File: src/pump_fill_map.svh
`ifndef PUMP_FILL_MAP_SVH
`define PUMP_FILL_MAP_SVH

// register byte offsets
`define OFS_CTRL        8'h00
`define OFS_INIT_TIME   8'h04
`define OFS_RAMP_TIME   8'h08
`define OFS_FREQ_REF    8'h0C
`define OFS_MIN_FREQ    8'h10
`define OFS_PID_FREQ    8'h14
`define OFS_FILL_RATE   8'h18
`define OFS_FILLED_SP   8'h1C
`define OFS_FB_MIN      8'h20
`define OFS_REF_MAX     8'h24
`define OFS_SETPOINT1   8'h28
`define OFS_SETPOINT2   8'h2C
`define OFS_DIN_FUNC    8'h30
`define OFS_STATUS      8'h34
`define OFS_FREQ_OUT    8'h38
`define OFS_SP_OUT      8'h3C

// control field positions
`define CTRL_RUN        0
`define CTRL_CLOSED     1
`define CTRL_NORMAL     2
`define CTRL_SP_SEL     3

// reset values
`define RST_CTRL        32'h0000_0004
`define RST_DIN_FUNC    32'h0003_1121
`define RST_RAMP_TIME   16'h0064
`define RST_MIN_FREQ    16'h0064
`define RST_WORD        32'h0000_0000

// limits
`define INIT_TIME_MAX   16'h0E10
`define FILL_RATE_MAX   32'h3B9A_C9FF
`define FREQ_FULL       32'h0000_04B0
`define SETUP_LSB_MASK  8'h61

// timing
`define CLK_HZ          10000000
`define TIME_LSB_MS     100
`define TIME_LSB_CYC    (`CLK_HZ / 1000 * `TIME_LSB_MS)

`endif

File: src/pump_fill_pkg.sv
package pump_fill_pkg;

   // sequencer states, one-hot
   typedef enum logic [4:0] {
      ST_IDLE = 5'b00001,
      ST_INIT = 5'b00010,
      ST_RAMP = 5'b00100,
      ST_FILL = 5'b01000,
      ST_RUN  = 5'b10000
   } seq_state_t;

   // coast terminal function codes
   typedef enum logic [3:0] {
      CF_COAST_INV  = 4'h0,
      CF_RESET_COAST = 4'h1,
      CF_DC_BRAKE   = 4'h2,
      CF_INTERLOCK  = 4'h3
   } coast_func_t;

   // general purpose terminal function codes
   typedef enum logic [3:0] {
      GF_NONE       = 4'h0,
      GF_RESET      = 4'h1,
      GF_FREEZE_REF = 4'h2,
      GF_FREEZE_OUT = 4'h3,
      GF_SETUP_LSB  = 4'h4
   } gen_func_t;

endpackage : pump_fill_pkg

File: src/din_decode.sv
`timescale 1ns/1ps
`include "pump_fill_map.svh"
// per terminal function decode; terminal 4 is the coast terminal
module din_decode
   import pump_fill_pkg::*;
(
   input  wire logic        aclk,
   input  wire logic        aresetn,
   input  wire logic [7:0]  din,
   input  wire logic [31:0] func,
   output logic             reset_pulse,
   output logic             coast_req,
   output logic             brake_req,
   output logic             interlock_req,
   output logic             freeze_ref,
   output logic             freeze_out,
   output logic             setup_lsb
);
   logic [7:0] prev_r, prev_nxt;
   logic [7:0] rst_v, coast_v, brake_v, lock_v, fref_v, fout_v, setup_v;
   // a literal cannot be bit-selected, so the option mask gets a name
   localparam logic [7:0] SETUP_MASK = `SETUP_LSB_MASK;

   for (genvar i = 0; i < 8; i++) begin : g_term
      logic [3:0] code;
      assign code = func[4*i +: 4];
      if (i == 4) begin : g_coast
         assign coast_v[i] = !din[i] && (code == CF_COAST_INV || code == CF_RESET_COAST
                                         || code == CF_INTERLOCK);
         assign rst_v[i]   = (code == CF_RESET_COAST) && prev_r[i] && !din[i];
         assign brake_v[i] = (code == CF_DC_BRAKE) && !din[i];
         assign lock_v[i]  = (code == CF_INTERLOCK) && !din[i];
         assign fref_v[i]  = 1'b0;
         assign fout_v[i]  = 1'b0;
         assign setup_v[i] = 1'b0;
      end else begin : g_gen
         // general codes, reset on rising edge
         assign rst_v[i]   = (code == GF_RESET) && din[i] && !prev_r[i];
         assign fref_v[i]  = (code == GF_FREEZE_REF) && din[i];
         assign fout_v[i]  = (code == GF_FREEZE_OUT) && din[i];
         assign setup_v[i] = (code == GF_SETUP_LSB) && SETUP_MASK[i] && din[i];
         assign coast_v[i] = 1'b0;
         assign brake_v[i] = 1'b0;
         assign lock_v[i]  = 1'b0;
      end
   end

   assign prev_nxt = din;

   always_ff @(posedge aclk) begin
      if (!aresetn) begin
         prev_r <= 8'hFF;
      end else begin
         prev_r <= prev_nxt;
      end
   end

   // combined function levels and reset pulse
   assign reset_pulse   = |rst_v;
   assign coast_req     = |coast_v;
   assign brake_req     = |brake_v;
   assign interlock_req = |lock_v;
   assign freeze_ref    = |fref_v;
   assign freeze_out    = |fout_v;
   assign setup_lsb     = |setup_v;
endmodule : din_decode

File: src/pump_fill_ramp_control.sv
`timescale 1ns/1ps
`include "pump_fill_map.svh"
module pump_fill_ramp_control
   import pump_fill_pkg::*;
#(
   parameter logic [31:0] TENTH_CYCLES = `TIME_LSB_CYC
) (
   input  wire logic        aclk,
   input  wire logic        aresetn,
   input  wire logic        awvalid,
   output logic             awready,
   input  wire logic [7:0]  awaddr,
   input  wire logic        wvalid,
   output logic             wready,
   input  wire logic [31:0] wdata,
   input  wire logic [3:0]  wstrb,
   output logic             bvalid,
   input  wire logic        bready,
   output logic [1:0]       bresp,
   input  wire logic        arvalid,
   output logic             arready,
   input  wire logic [7:0]  araddr,
   output logic             rvalid,
   input  wire logic        rready,
   output logic [31:0]      rdata,
   output logic [1:0]       rresp,
   input  wire logic [7:0]  din,
   input  wire logic [31:0] feedback,
   output logic [15:0]      freq_out,
   output logic [31:0]      setpoint_out,
   output logic             fill_active,
   output logic             pid_enable,
   output logic             dc_brake,
   output logic             interlock_fault,
   output logic             setup_lsb
);
   // ****************************************
   // input synchronisers
   // ****************************************
   logic [7:0]  din_s1_r, din_s2_r;
   logic [31:0] fb_s1_r, fb_s2_r;

   // feedback is assumed slow against the clock; two stages only
   always_ff @(posedge aclk) begin
      if (!aresetn) begin
         din_s1_r <= 8'hFF;
         din_s2_r <= 8'hFF;
         fb_s1_r  <= 32'h0000_0000;
         fb_s2_r  <= 32'h0000_0000;
      end else begin
         din_s1_r <= din;
         din_s2_r <= din_s1_r;
         fb_s1_r  <= feedback;
         fb_s2_r  <= fb_s1_r;
      end
   end

   // ****************************************
   // register file and AXI4-Lite slave
   // ****************************************
   logic [31:0] ctrl_r, ctrl_nxt, func_r, func_nxt;
   logic [15:0] init_r, init_nxt, ramp_r, ramp_nxt, fref_r, fref_nxt;
   logic [15:0] fmin_r, fmin_nxt, fpid_r, fpid_nxt;
   logic [31:0] rate_r, rate_nxt, filled_r, filled_nxt, fbmin_r, fbmin_nxt;
   logic [31:0] refmax_r, refmax_nxt, sp1_r, sp1_nxt, sp2_r, sp2_nxt;
   logic        aw_full_r, aw_full_nxt, w_full_r, w_full_nxt;
   logic [7:0]  aw_addr_r, aw_addr_nxt;
   logic [31:0] w_data_r, w_data_nxt, wmask, wval, rd_word;
   logic        bvalid_nxt, rvalid_nxt, rd_ok;
   logic [1:0]  bresp_nxt, rresp_nxt;
   logic [31:0] rdata_nxt, status;
   seq_state_t  state_r;

   assign awready = !aw_full_r && !bvalid;
   assign wready  = !w_full_r && !bvalid;
   assign arready = !rvalid;

   for (genvar b = 0; b < 4; b++) begin : g_strb
      assign wmask[8*b +: 8] = {8{wstrb[b]}};
   end

   // read mux; unmapped addresses answer SLVERR
   always_comb begin
      rd_word = 32'h0000_0000;
      rd_ok   = 1'b1;
      if (araddr == `OFS_CTRL) begin
         rd_word = ctrl_r;
      end else if (araddr == `OFS_INIT_TIME) begin
         rd_word = {16'h0000, init_r};
      end else if (araddr == `OFS_RAMP_TIME) begin
         rd_word = {16'h0000, ramp_r};
      end else if (araddr == `OFS_FREQ_REF) begin
         rd_word = {16'h0000, fref_r};
      end else if (araddr == `OFS_MIN_FREQ) begin
         rd_word = {16'h0000, fmin_r};
      end else if (araddr == `OFS_PID_FREQ) begin
         rd_word = {16'h0000, fpid_r};
      end else if (araddr == `OFS_FILL_RATE) begin
         rd_word = rate_r;
      end else if (araddr == `OFS_FILLED_SP) begin
         rd_word = filled_r;
      end else if (araddr == `OFS_FB_MIN) begin
         rd_word = fbmin_r;
      end else if (araddr == `OFS_REF_MAX) begin
         rd_word = refmax_r;
      end else if (araddr == `OFS_SETPOINT1) begin
         rd_word = sp1_r;
      end else if (araddr == `OFS_SETPOINT2) begin
         rd_word = sp2_r;
      end else if (araddr == `OFS_DIN_FUNC) begin
         rd_word = func_r;
      end else if (araddr == `OFS_STATUS) begin
         rd_word = status;
      end else if (araddr == `OFS_FREQ_OUT) begin
         rd_word = {16'h0000, freq_out};
      end else if (araddr == `OFS_SP_OUT) begin
         rd_word = setpoint_out;
      end else begin
         rd_ok = 1'b0;
      end
   end

   // address and data are latched apart; the write lands once both are in
   always_comb begin
      aw_full_nxt = aw_full_r;
      aw_addr_nxt = aw_addr_r;
      w_full_nxt  = w_full_r;
      w_data_nxt  = w_data_r;
      bvalid_nxt  = bvalid && !bready;
      bresp_nxt   = bresp;
      rvalid_nxt  = rvalid && !rready;
      rresp_nxt   = rresp;
      rdata_nxt   = rdata;
      ctrl_nxt = ctrl_r;     func_nxt = func_r;     init_nxt = init_r;
      ramp_nxt = ramp_r;     fref_nxt = fref_r;     fmin_nxt = fmin_r;
      fpid_nxt = fpid_r;     rate_nxt = rate_r;     filled_nxt = filled_r;
      fbmin_nxt = fbmin_r;   refmax_nxt = refmax_r; sp1_nxt = sp1_r;
      sp2_nxt = sp2_r;
      wval = (w_data_r & wmask) | (rd_word & ~wmask);
      if (awvalid && awready) begin
         aw_full_nxt = 1'b1;
         aw_addr_nxt = awaddr;
      end
      if (wvalid && wready) begin
         w_full_nxt = 1'b1;
         w_data_nxt = wdata;
      end
      if (aw_full_r && w_full_r) begin
         aw_full_nxt = 1'b0;
         w_full_nxt  = 1'b0;
         bvalid_nxt  = 1'b1;
         bresp_nxt   = 2'b00;
         wval = w_data_r;
         if (aw_addr_r == `OFS_CTRL) begin
            ctrl_nxt = {28'h000_0000, wval[3:0]};
         end else if (aw_addr_r == `OFS_INIT_TIME) begin
            init_nxt = (wval[15:0] > `INIT_TIME_MAX) ? `INIT_TIME_MAX : wval[15:0];
         end else if (aw_addr_r == `OFS_RAMP_TIME) begin
            ramp_nxt = wval[15:0];
         end else if (aw_addr_r == `OFS_FREQ_REF) begin
            fref_nxt = wval[15:0];
         end else if (aw_addr_r == `OFS_MIN_FREQ) begin
            fmin_nxt = wval[15:0];
         end else if (aw_addr_r == `OFS_PID_FREQ) begin
            fpid_nxt = wval[15:0];
         end else if (aw_addr_r == `OFS_FILL_RATE) begin
            rate_nxt = (wval > `FILL_RATE_MAX) ? `FILL_RATE_MAX : wval;
         end else if (aw_addr_r == `OFS_FILLED_SP) begin
            filled_nxt = wval;
         end else if (aw_addr_r == `OFS_FB_MIN) begin
            fbmin_nxt = wval;
         end else if (aw_addr_r == `OFS_REF_MAX) begin
            refmax_nxt = wval;
         end else if (aw_addr_r == `OFS_SETPOINT1) begin
            sp1_nxt = wval;
         end else if (aw_addr_r == `OFS_SETPOINT2) begin
            sp2_nxt = wval;
         end else if (aw_addr_r == `OFS_DIN_FUNC) begin
            func_nxt = wval;
         end else begin
            bresp_nxt = 2'b10;
         end
      end
      if (arvalid && arready) begin
         rvalid_nxt = 1'b1;
         rdata_nxt  = rd_word;
         rresp_nxt  = rd_ok ? 2'b00 : 2'b10;
      end
   end

   always_ff @(posedge aclk) begin
      if (!aresetn) begin
         aw_full_r <= 1'b0;         w_full_r <= 1'b0;
         aw_addr_r <= 8'h00;        w_data_r <= `RST_WORD;
         bvalid    <= 1'b0;         bresp    <= 2'b00;
         rvalid    <= 1'b0;         rresp    <= 2'b00;
         rdata     <= `RST_WORD;    ctrl_r   <= `RST_CTRL;
         func_r    <= `RST_DIN_FUNC;
         init_r    <= 16'h0000;     ramp_r   <= `RST_RAMP_TIME;
         fref_r    <= 16'h0000;     fmin_r   <= `RST_MIN_FREQ;
         fpid_r    <= 16'h0000;     rate_r   <= `RST_WORD;
         filled_r  <= `RST_WORD;    fbmin_r  <= `RST_WORD;
         refmax_r  <= `RST_WORD;    sp1_r    <= `RST_WORD;
         sp2_r     <= `RST_WORD;
      end else begin
         aw_full_r <= aw_full_nxt;  w_full_r <= w_full_nxt;
         aw_addr_r <= aw_addr_nxt;  w_data_r <= w_data_nxt;
         bvalid    <= bvalid_nxt;   bresp    <= bresp_nxt;
         rvalid    <= rvalid_nxt;   rresp    <= rresp_nxt;
         rdata     <= rdata_nxt;    ctrl_r   <= ctrl_nxt;
         func_r    <= func_nxt;
         init_r    <= init_nxt;     ramp_r   <= ramp_nxt;
         fref_r    <= fref_nxt;     fmin_r   <= fmin_nxt;
         fpid_r    <= fpid_nxt;     rate_r   <= rate_nxt;
         filled_r  <= filled_nxt;   fbmin_r  <= fbmin_nxt;
         refmax_r  <= refmax_nxt;   sp1_r    <= sp1_nxt;
         sp2_r     <= sp2_nxt;
      end
   end

   // ****************************************
   // input functions and rate generators
   // ****************************************
   logic        rst_pulse, coast_req, brake_req, lock_req, freeze_ref, freeze_out;
   logic        f_step, s_step, fill_en, init_on, fault_r, fault_nxt;
   logic [31:0] f_num, f_den, limit;
   logic [15:0] f_tgt;

   din_decode u_din (
      .aclk          (aclk),
      .aresetn       (aresetn),
      .din           (din_s2_r),
      .func          (func_r),
      .reset_pulse   (rst_pulse),
      .coast_req     (coast_req),
      .brake_req     (brake_req),
      .interlock_req (lock_req),
      .freeze_ref    (freeze_ref),
      .freeze_out    (freeze_out),
      .setup_lsb     (setup_lsb)
   );

   assign init_on = (init_r != 16'h0000);
   assign fill_en = ctrl_r[`CTRL_CLOSED] && (rate_r != 32'h0000_0000) && ctrl_r[`CTRL_NORMAL];
   assign limit = (filled_r < fbmin_r) ? fbmin_r : (filled_r > refmax_r) ? refmax_r : filled_r;

   // initial rate spans zero to minimum over the set time
   always_comb begin
      if (state_r == ST_INIT) begin
         f_num = {16'h0000, fmin_r};
         f_den = 32'(init_r * TENTH_CYCLES);
         f_tgt = fmin_r;
      end else begin
         f_num = `FREQ_FULL;
         f_den = 32'(ramp_r * TENTH_CYCLES);
         f_tgt = fref_r;
      end
   end

   ramp_step u_freq_step (
      .aclk    (aclk),
      .aresetn (aresetn),
      .run     (state_r != ST_IDLE && freq_out != f_tgt && !freeze_out),
      .num     (f_num),
      .den     (f_den),
      .step    (f_step)
   );

   ramp_step u_fill_step (
      .aclk    (aclk),
      .aresetn (aresetn),
      .run     (state_r == ST_FILL),
      .num     (rate_r),
      .den     (32'(`CLK_HZ)),
      .step    (s_step)
   );

   // ****************************************
   // start and fill sequencer
   // ****************************************
   seq_state_t  state_nxt;
   logic [15:0] freq_nxt;
   logic [31:0] sp_nxt, sp_oper;

   assign sp_oper = ctrl_r[`CTRL_SP_SEL] ? sp2_r : sp1_r;

   // coast and brake stop the output at once; ramp-down is left outside
   always_comb begin
      state_nxt = state_r;
      freq_nxt  = freq_out;
      sp_nxt    = setpoint_out;
      fault_nxt = (fault_r && !rst_pulse) || lock_req;
      if (f_step && freq_out < f_tgt) begin
         freq_nxt = freq_out + 16'h0001;
      end else if (f_step && freq_out > f_tgt) begin
         freq_nxt = freq_out - 16'h0001;
      end
      case (state_r)
         ST_IDLE: begin
            freq_nxt = 16'h0000;
            if (ctrl_r[`CTRL_RUN] && !fault_r) begin
               state_nxt = init_on ? ST_INIT : ST_RAMP;
            end
         end
         ST_INIT: begin
            if (freq_out >= fmin_r) begin
               state_nxt = ST_RAMP;
            end
         end
         ST_RAMP: begin
            if (freq_out >= fmin_r) begin
               if (!fill_en) begin
                  state_nxt = ST_RUN;
               end else if (freq_out >= fpid_r) begin
                  state_nxt = ST_FILL;
                  sp_nxt    = fb_s2_r;
               end
            end
         end
         ST_FILL: begin
            if (s_step && setpoint_out < limit) begin
               sp_nxt = setpoint_out + 32'h0000_0001;
            end
            if (fb_s2_r >= limit) begin
               state_nxt = ST_RUN;
               sp_nxt    = sp_oper;
            end
         end
         ST_RUN: begin
            sp_nxt = sp_oper;
         end
         default: state_nxt = ST_IDLE;
      endcase
      if (!ctrl_r[`CTRL_RUN] || coast_req || brake_req || fault_r) begin
         state_nxt = ST_IDLE;
         freq_nxt  = 16'h0000;
      end
   end

   always_ff @(posedge aclk) begin
      if (!aresetn) begin
         state_r      <= ST_IDLE;
         freq_out     <= 16'h0000;
         setpoint_out <= 32'h0000_0000;
         fault_r      <= 1'b0;
      end else begin
         state_r      <= state_nxt;
         freq_out     <= freq_nxt;
         setpoint_out <= sp_nxt;
         fault_r      <= fault_nxt;
      end
   end

   // status outputs
   assign fill_active     = (state_r == ST_FILL);
   assign pid_enable      = ctrl_r[`CTRL_CLOSED] && (state_r == ST_FILL || state_r == ST_RUN)
                            && freq_out >= fpid_r;
   assign dc_brake        = brake_req;
   assign interlock_fault = fault_r;
   assign status = {22'h00_0000, freeze_ref, setup_lsb, fill_en, fault_r, !init_on,
                    state_r[4:0]};
endmodule : pump_fill_ramp_control

File: src/ramp_step.sv
`timescale 1ns/1ps
// fractional rate accumulator: one step pulse each time num/den crosses
module ramp_step (
   input  wire logic        aclk,
   input  wire logic        aresetn,
   input  wire logic        run,
   input  wire logic [31:0] num,
   input  wire logic [31:0] den,
   output logic             step
);
   logic [32:0] acc_r, acc_nxt, sum;
   logic        step_nxt;

   // at most one step per clock; faster rates saturate
   always_comb begin
      sum      = acc_r + {1'b0, num};
      acc_nxt  = acc_r;
      step_nxt = 1'b0;
      if (!run) begin
         acc_nxt = 33'h0_0000_0000;
      end else if (den == 32'h0000_0000) begin
         step_nxt = 1'b1;
      end else if (sum >= {1'b0, den}) begin
         acc_nxt  = sum - {1'b0, den};
         step_nxt = 1'b1;
      end else begin
         acc_nxt = sum;
      end
   end

   always_ff @(posedge aclk) begin
      if (!aresetn) begin
         acc_r <= 33'h0_0000_0000;
         step  <= 1'b0;
      end else begin
         acc_r <= acc_nxt;
         step  <= step_nxt;
      end
   end
endmodule : ramp_step

File: config.mk
export PLATFORM = sky130hd
export DESIGN_NAME = pump_fill_ramp_control
export DESIGN_NICKNAME = d
export VERILOG_FILES = /design/src/pump_fill_pkg.sv /design/src/din_decode.sv /design/src/pump_fill_ramp_control.sv /design/src/ramp_step.sv
export VERILOG_INCLUDE_DIRS = /design/src
export SDC_FILE = /design/constraint.sdc
export NUM_CORES = 2
export LEC_CHECK = 0
export ABC_AREA = 1
export BUFFER_PORTS_ARGS = -buffer_cell sky130_fd_sc_hd__buf_2
export CAP_MARGIN = 30
export CORE_MARGIN = 1.5
export CORE_UTILIZATION = 40
export CTS_CLUSTER_SIZE = 12
export DETAILED_ROUTE_END_ITERATION = 10
export GPL_TIMING_DRIVEN = 0
export PLACE_DENSITY = 0.58
export SKIP_LAST_GASP = 1
export SYNTH_ARGS = -nofsm -noshare
export SYNTH_HDL_FRONTEND = slang
export SYNTH_SLANG_ARGS = --single-unit
File: constraint.sdc
create_clock -name aclk -period 6.7 [get_ports aclk]
set_input_delay 0.67 -clock aclk [delete_from_list [all_inputs] [get_ports aclk]]
set_output_delay 0.67 -clock aclk [all_outputs]
set_load 0.02 [all_outputs]
Word level (Yosys, flattened, before mapping)
Cells that the tools add are included.
{"block": "totals", "output_inout_bits": 94, "ff_bits": 598, "ram_bits": 0, "latch_bits": 0, "in_bits": 99, "mem_bits_ro": 0, "mem_count": 0, "wordCells": 329}
{"block": "op_classes", "n_shift": 0, "reduce_logical": 113, "addsub": 7, "n_mul": 2, "mux": 77, "bitwise": 14, "magnitude_cmp": 12, "div_mod_pow": 0, "n_eq_ne": 69}
{"cell": "$mux 32", "n": 26}
{"cell": "$eq 8x6->1 const B", "n": 13}
{"cell": "$pmux 32 s3", "n": 1}
{"cell": "$mux 16", "n": 5}
{"cell": "$mux 33", "n": 2}
{"cell": "$eq 4x2->1 const B", "n": 16}
{"cell": "$eq 8x5->1 const B", "n": 8}
{"cell": "$lt 32x32->1", "n": 2}
{"cell": "$logic_and 1x1->1", "n": 55}
{"cell": "$mul 16x14->26 const B", "n": 2}
{"cell": "$add 33x16->33", "n": 1}
{"cell": "$add 33x32->33", "n": 1}
{"cell": "$ge 33x24->1 const B", "n": 1}
{"cell": "$ge 33x32->1", "n": 1}
{"cell": "$sub 33x24->33 const B", "n": 1}
{"cell": "$sub 33x32->33", "n": 1}
{"cell": "$add 32x1->32 const B", "n": 1}
{"cell": "$eq 4x1->1 const B", "n": 8}
{"cell": "$eq 8x4->1 const B", "n": 4}
{"cell": "$ge 16x16->1", "n": 2}
{"cell": "$ge 32x32->1", "n": 1}
{"cell": "$gt 32x30->1 const B", "n": 1}
{"cell": "$gt 32x32->1", "n": 1}
{"cell": "$logic_not 32->1", "n": 1}
{"cell": "48 further kinds", "n": 139}

Depth between registers and ports, before layout
{"block": "depth", "depth_word": 18, "mapped_depth": 42, "depth_no_buf": 40}

Cells and area by module
Synthesis repeated with hierarchy kept, for this count alone.
{"block": "unflattened", "hier_cells": 6781, "hier_area_um2": 46641.0}
{"module": "pump_fill_ramp_control", "area_each_um2": 34274.1, "cells_per_inst": 4608, "seq_area_each_um2": 10410.0, "n_inst": 1}
{"module": "ramp_step (u_fill_step)", "area_each_um2": 5840.6, "cells_per_inst": 1021, "seq_area_each_um2": 680.7, "n_inst": 1}
{"module": "ramp_step (u_freq_step)", "area_each_um2": 5834.3, "cells_per_inst": 1021, "seq_area_each_um2": 680.7, "n_inst": 1}
{"module": "din_decode", "area_each_um2": 691.9, "cells_per_inst": 131, "seq_area_each_um2": 160.2, "n_inst": 1}

Worst setup path before layout
Ideal clock, no wire load.
{"block": "synth_timing", "path_type": "register to register", "start": "register ramp_r[2]", "end": "register u_freq_step.acc_r[16]", "path_stages_with_launch": 38, "synth_period_minus_slack_ps": 6970, "arrival_time_ps": 6900, "setup_slack_ps": -270, "setup_time_ps": 70, "required_time_ps": 6630, "path_buffers": 2, "cell_sequence": "dfxtp_1 -> fa_1 -> inv_1 -> fa_1 -> inv_1 -> fa_1 -> inv_1 -> fa_1 -> inv_1 -> ha_1 -> fa_1 -> ha_1 -> a21oi_1 -> o21a_1 -> nand3_1 -> a21boi_1 -> o21ai_1 -> a21boi_0 -> (+2 left out) -> o21ai_0 -> nand2_1 -> inv_1 -> ha_1 -> inv_1 -> nor3_1 -> inv_1 -> nor2_1 -> nand4_1 -> o41ai_1 -> inv_1 -> nand3_2 -> inv_2 -> buf_4 -> buf_2 -> o21ai_0 -> nand2_1 -> a21oi_1"}
{"block": "synth_via", "elab_chain_len": 4, "word_cells_on_any_way": 6, "cone_classes": "add/sub (1); mul (1); order compare (1); mux (2); reduce/logical (1)"}
{"element": "start, declared", "line_no": "pump_fill_ramp_control.sv:62", "source": "logic [15:0] init_r, init_nxt, ramp_r, ramp_nxt, fref_r, fref_nxt;"}
{"element": "start signal, assigned", "line_no": "pump_fill_ramp_control.sv:212", "source": "init_r <= init_nxt; ramp_r <= ramp_nxt;"}
{"element": "$mul 16x14->26 *", "line_no": "pump_fill_ramp_control.sv:255", "source": "f_den = 32'(ramp_r * TENTH_CYCLES);"}
{"element": "$mux 32 *", "line_no": "pump_fill_ramp_control.sv:249", "source": "if (state_r == ST_INIT) begin"}
{"element": "$sub 33x32->33 or $ge 33x32->1 (tied branches)", "line_no": "ramp_step.sv:24, ramp_step.sv:23"}
{"element": "$mux 33", "line_no": "ramp_step.sv:23", "source": "end else if (sum >= {1'b0, den}) begin"}
{"element": "end signal, assigned", "line_no": "ramp_step.sv:36", "source": "acc_r <= acc_nxt;"}
{"element": "end, declared", "line_no": "ramp_step.sv:11", "source": "logic [32:0] acc_r, acc_nxt, sum;"}
Mark *: on every way between the ends. The rest lies on a longest branch, timed or not.
A chain may end at the register's enable or synchronous reset.

Worst setup path in the final report
{"block": "layout_timing", "start": "register init_r[3]", "end": "register u_freq_step.acc_r[13]"}
{"block": "layout_via", "elab_chain_len": 4, "word_cells_on_any_way": 6, "cone_classes": "add/sub (1); mul (1); order compare (1); mux (2); reduce/logical (1)"}
{"element": "start, declared", "line_no": "pump_fill_ramp_control.sv:62"}
{"element": "start signal, assigned", "line_no": "pump_fill_ramp_control.sv:212"}
{"element": "$mul 16x14->26 *", "line_no": "pump_fill_ramp_control.sv:251", "source": "f_den = 32'(init_r * TENTH_CYCLES);"}
{"element": "$mux 32 *", "line_no": "pump_fill_ramp_control.sv:249"}
{"element": "$sub 33x32->33 or $ge 33x32->1 (tied branches)", "line_no": "ramp_step.sv:24, ramp_step.sv:23"}
{"element": "$mux 33", "line_no": "ramp_step.sv:23"}
Marks and branches as above.

==> metrics <==
clk sink count 596; global-route wire length before repair 256000 um; Max rail drop VDD 0.000161 V; share of the synthesized area in the top cell type 27.9%; number of instances in the synthesized netlist 5983; CP max-delay cell fa_1; I/O Pins 193; minimum clock period 7190 ps; Most used DFF post-synth dfxtp_1; setup repair after global routing missed its margin yes; CTS tree done; violated checks setup timing; antenna violations before repair 4; kind of end point of the critical path flip-flop; required time reported for the critical path endpoint 7210 ps; number of failing setup endpoints in the final timing report 28; Clock H-tree levels 3; DRC marker count from the first detailed-route iteration 4902; post-route worst setup slack -486 ps; count of final hold-check violations 0; Critical Path Max Stage Delay 540 ps; global route overflow 0; number of routed nets with antenna violations 0; biggest area contributors in the synthesized netlist dfxtp_1 28%, ha_1 13%, nand2_1 9.4%, a21oi_1 8.1%, inv_1 7.0%; sum of net half-perimeters after detailed placement 142000 um; Synth Area per Inst 7.14 um2; average detailed-routed wire length per instance 22.6 um; worst r2r path cells 38; number of distinct standard cells referenced by the synthesized netlist 76; launching element type of the critical path flip-flop; top library cells by usage in the layout, fill and taps aside 1050 x nand2_1, 780 x inv_1, 672 x a21oi_1, 572 x dfxtp_1, 562 x o21ai_0; insertion delay to the later sink of the worst-skew pair 660 ps; layout cell share with drive strength beyond 1 10.5%; post-synthesis instance area 42700 um2; number of buffers between clock root and the deepest sink 3; floorplan die width 330 um; layout overhead on the synthesized area 15.6%; GRT Overall Usage 31.5%; total iterations of the first detailed-routing run 6; routability congestion estimate 1.01; max-cap violation count 0; Max transition margin 27.3%; total via count in the routed design 43.7k; status finished with violations; # hold bufs at CTS 0; Clock Root Buffer clkbuf_16; r2r startpoint init_r[3]$_SDFFE_PN0P_; PortBufs 185; slew at the pin with the worst max-slew slack 1090 ps; commonest non-fill, non-tap cell in the layout nand2_1; count of flip-flops with a built-in enable after synthesis 0; FF-to-FF setup slack -490 ps; worst min path class in2reg; cell type contributing the most total cell area after synthesis dfxtp_1; Rows 119; WHS Path Cells 3; sequential area share after synthesis 27.9%; cell mode on critical path fa_1; total detailed-routing wirelength 175000 um; effective utilization at floorplan 40.5%; crit share post-route 107%; Reg-to-Reg End u_freq_step.acc_r[13]$_SDFFE_PN0P_; Setup WS pre-CTS -1690 ps; number of buffers created by CTS 73; final count of pins violating max slew 0; ratio of total power to cell area 181 nW/um2; height of the die 330 um; Util after Layout 46.8%; hold endpoint fb_s1_r[29]$_SDFF_PN0_; WP data arrival 7700 ps; largest net degree at the start of global routing 19; placeable core area 106000 um2; Via-to-Cell Ratio 5.62; #FFs+latches synth 596; startpoint of the lowest-slack hold path feedback[29]; FMAX 139 MHz; leakage power total 22.0 nW; critical-path maximum fanout 5; fraction of registers with async set/reset 0%; die area 109000 um2; final worst clock skew 27.4 ps; CTS clock-pin slew for the worst setup and hold paths 60 ps; final-stage net count 6954; drc violations 0; critical setup path kind reg2reg; vias in the first global route 39.9k; Synthesis Warnings 0
==> flip-flops by register name (all words and copies together), names as in the netlist, 32 cells and up <==
register and cells:
fb_s1_r 32, filled_r 32, rate_r 32, refmax_r 32, u_fill_step.acc_r 33, rdata 32
u_freq_step.acc_r 33, w_data_r 32, sp1_r 32, sp2_r 32, func_r 32, fbmin_r 32
fb_s2_r 32, setpoint_out 32
==> critical path: cells and delay by family (launching register included) <==
family / cells / cell delay (ps)
adders and majority gates: 8 / 3420
and+or+nand+nor: 16 / 1660
AOI/OAI and AO/OA: 5 / 860
buffers and inverters: 9 / 730
DFF: 1 / 390
==> power breakdown <==
group	switching [mW]	internal [mW]
registers	0.0799	3.60
clock network	1.72	2.46
logic	0.798	0.294
total	2.60	6.35
==> metrics by stage <==
step	hold slack (ps)	area, um2	TNS [ps]	power, mW	cells
finish	191	49400	-12760	8.95	7767
global route	178	49400	-20920	9.20	7764
CTS	160	49000	-8910	8.92	7751
detailed placement	396	45700	-40390	4.77	7575
global placement	394	45500	-39560	4.76	7560
floorplan	390	42900	0	4.31	5984
==> worst max path at each step <==
stage               cells after the start                                 end  slack (ps)                   start
finish                                 38  u_freq_step.acc_r[13]$_SDFFE_PN0P_        -490  init_r[3]$_SDFFE_PN0P_
global route                           36   u_freq_step.acc_r[6]$_SDFFE_PN0P_        -790  init_r[0]$_SDFFE_PN0P_
CTS                                    36  u_freq_step.acc_r[19]$_SDFFE_PN0P_        -350  ramp_r[3]$_SDFFE_PN0P_
detailed placement                     32         u_freq_step.step$_SDFF_PN0_       -1690  ramp_r[5]$_SDFFE_PN1P_
global placement                       32         u_freq_step.step$_SDFF_PN0_       -1690  ramp_r[5]$_SDFFE_PN1P_
floorplan                              40  u_freq_step.acc_r[19]$_SDFFE_PN0P_           5  init_r[1]$_SDFFE_PN0P_
==> layer usage <==
| layer | track usage [%] | share of wire [%] |
|---|---|---|
| met1 | 44.5 | 44 |
| met2 | 47.5 | 43 |
| met3 | 6.91 | 10 |
| met4 | 9.70 | 3.3 |
| met5 | 0.913 | 0.085 |
==> what timing repair did <==
| action | 4_1_cts | 5_1_grt |
|---|---|---|
| gates cloned | 1 | 0 |
| setup endpoints to repair | 34 | 64 |
| gates resized for setup | 142 | 77 |
| setup buffers | 41 | 11 |
| pin swaps | 86 | 56 |
==> cells in the mapped netlist, types with 13 or more instances <==
library cell  count
o21bai_1         13
o22ai_1          27
o21a_1           14
o21ai_0         593
o211ai_1         76
xnor2_1          55
a31oi_1          43
dfxtp_1         596
nand4_1          79
nor2_1          382
a221oi_1         18
a21o_1           16
nand3_1         238
clkinv_1         21
a21oi_1         692
clkbuf_1        211
nor4_1           40
nor3_1           66
nand2_1        1074
xor2_1           89
buf_2            13
or2_2            30
ha_1            435
inv_1           798
fa_1            106
a211oi_1         53
o2111ai_1        30
==> cells by family after synthesis <==
kind of cell / after synthesis / share of synthesized area [%]
AOI/OAI and AO/OA: 1649 / 21.6
buffers and inverters: 1079 / 9.75
muxes: 3 / 0.0703
other: 1 / 0.00878
adders and majority gates: 541 / 17.7
xor gates and xnor gates: 152 / 3.28
DFF: 596 / 27.9
and+or+nand+nor: 1962 / 19.6
==> area by class of cell <==
type                    instances  area [um2]
clock buffers                 107        2100
fillers                     10807       56200
clock inverters                27         379
flip-flops and latches        596       12000
plain buffers                 249        1110
multi-input cells            4309       27300
diodes                          3        7.51
repair buffers                255        1570
inverters                     830        3120
well taps                    1391        1740
Power figures use the tool's default switching activity.
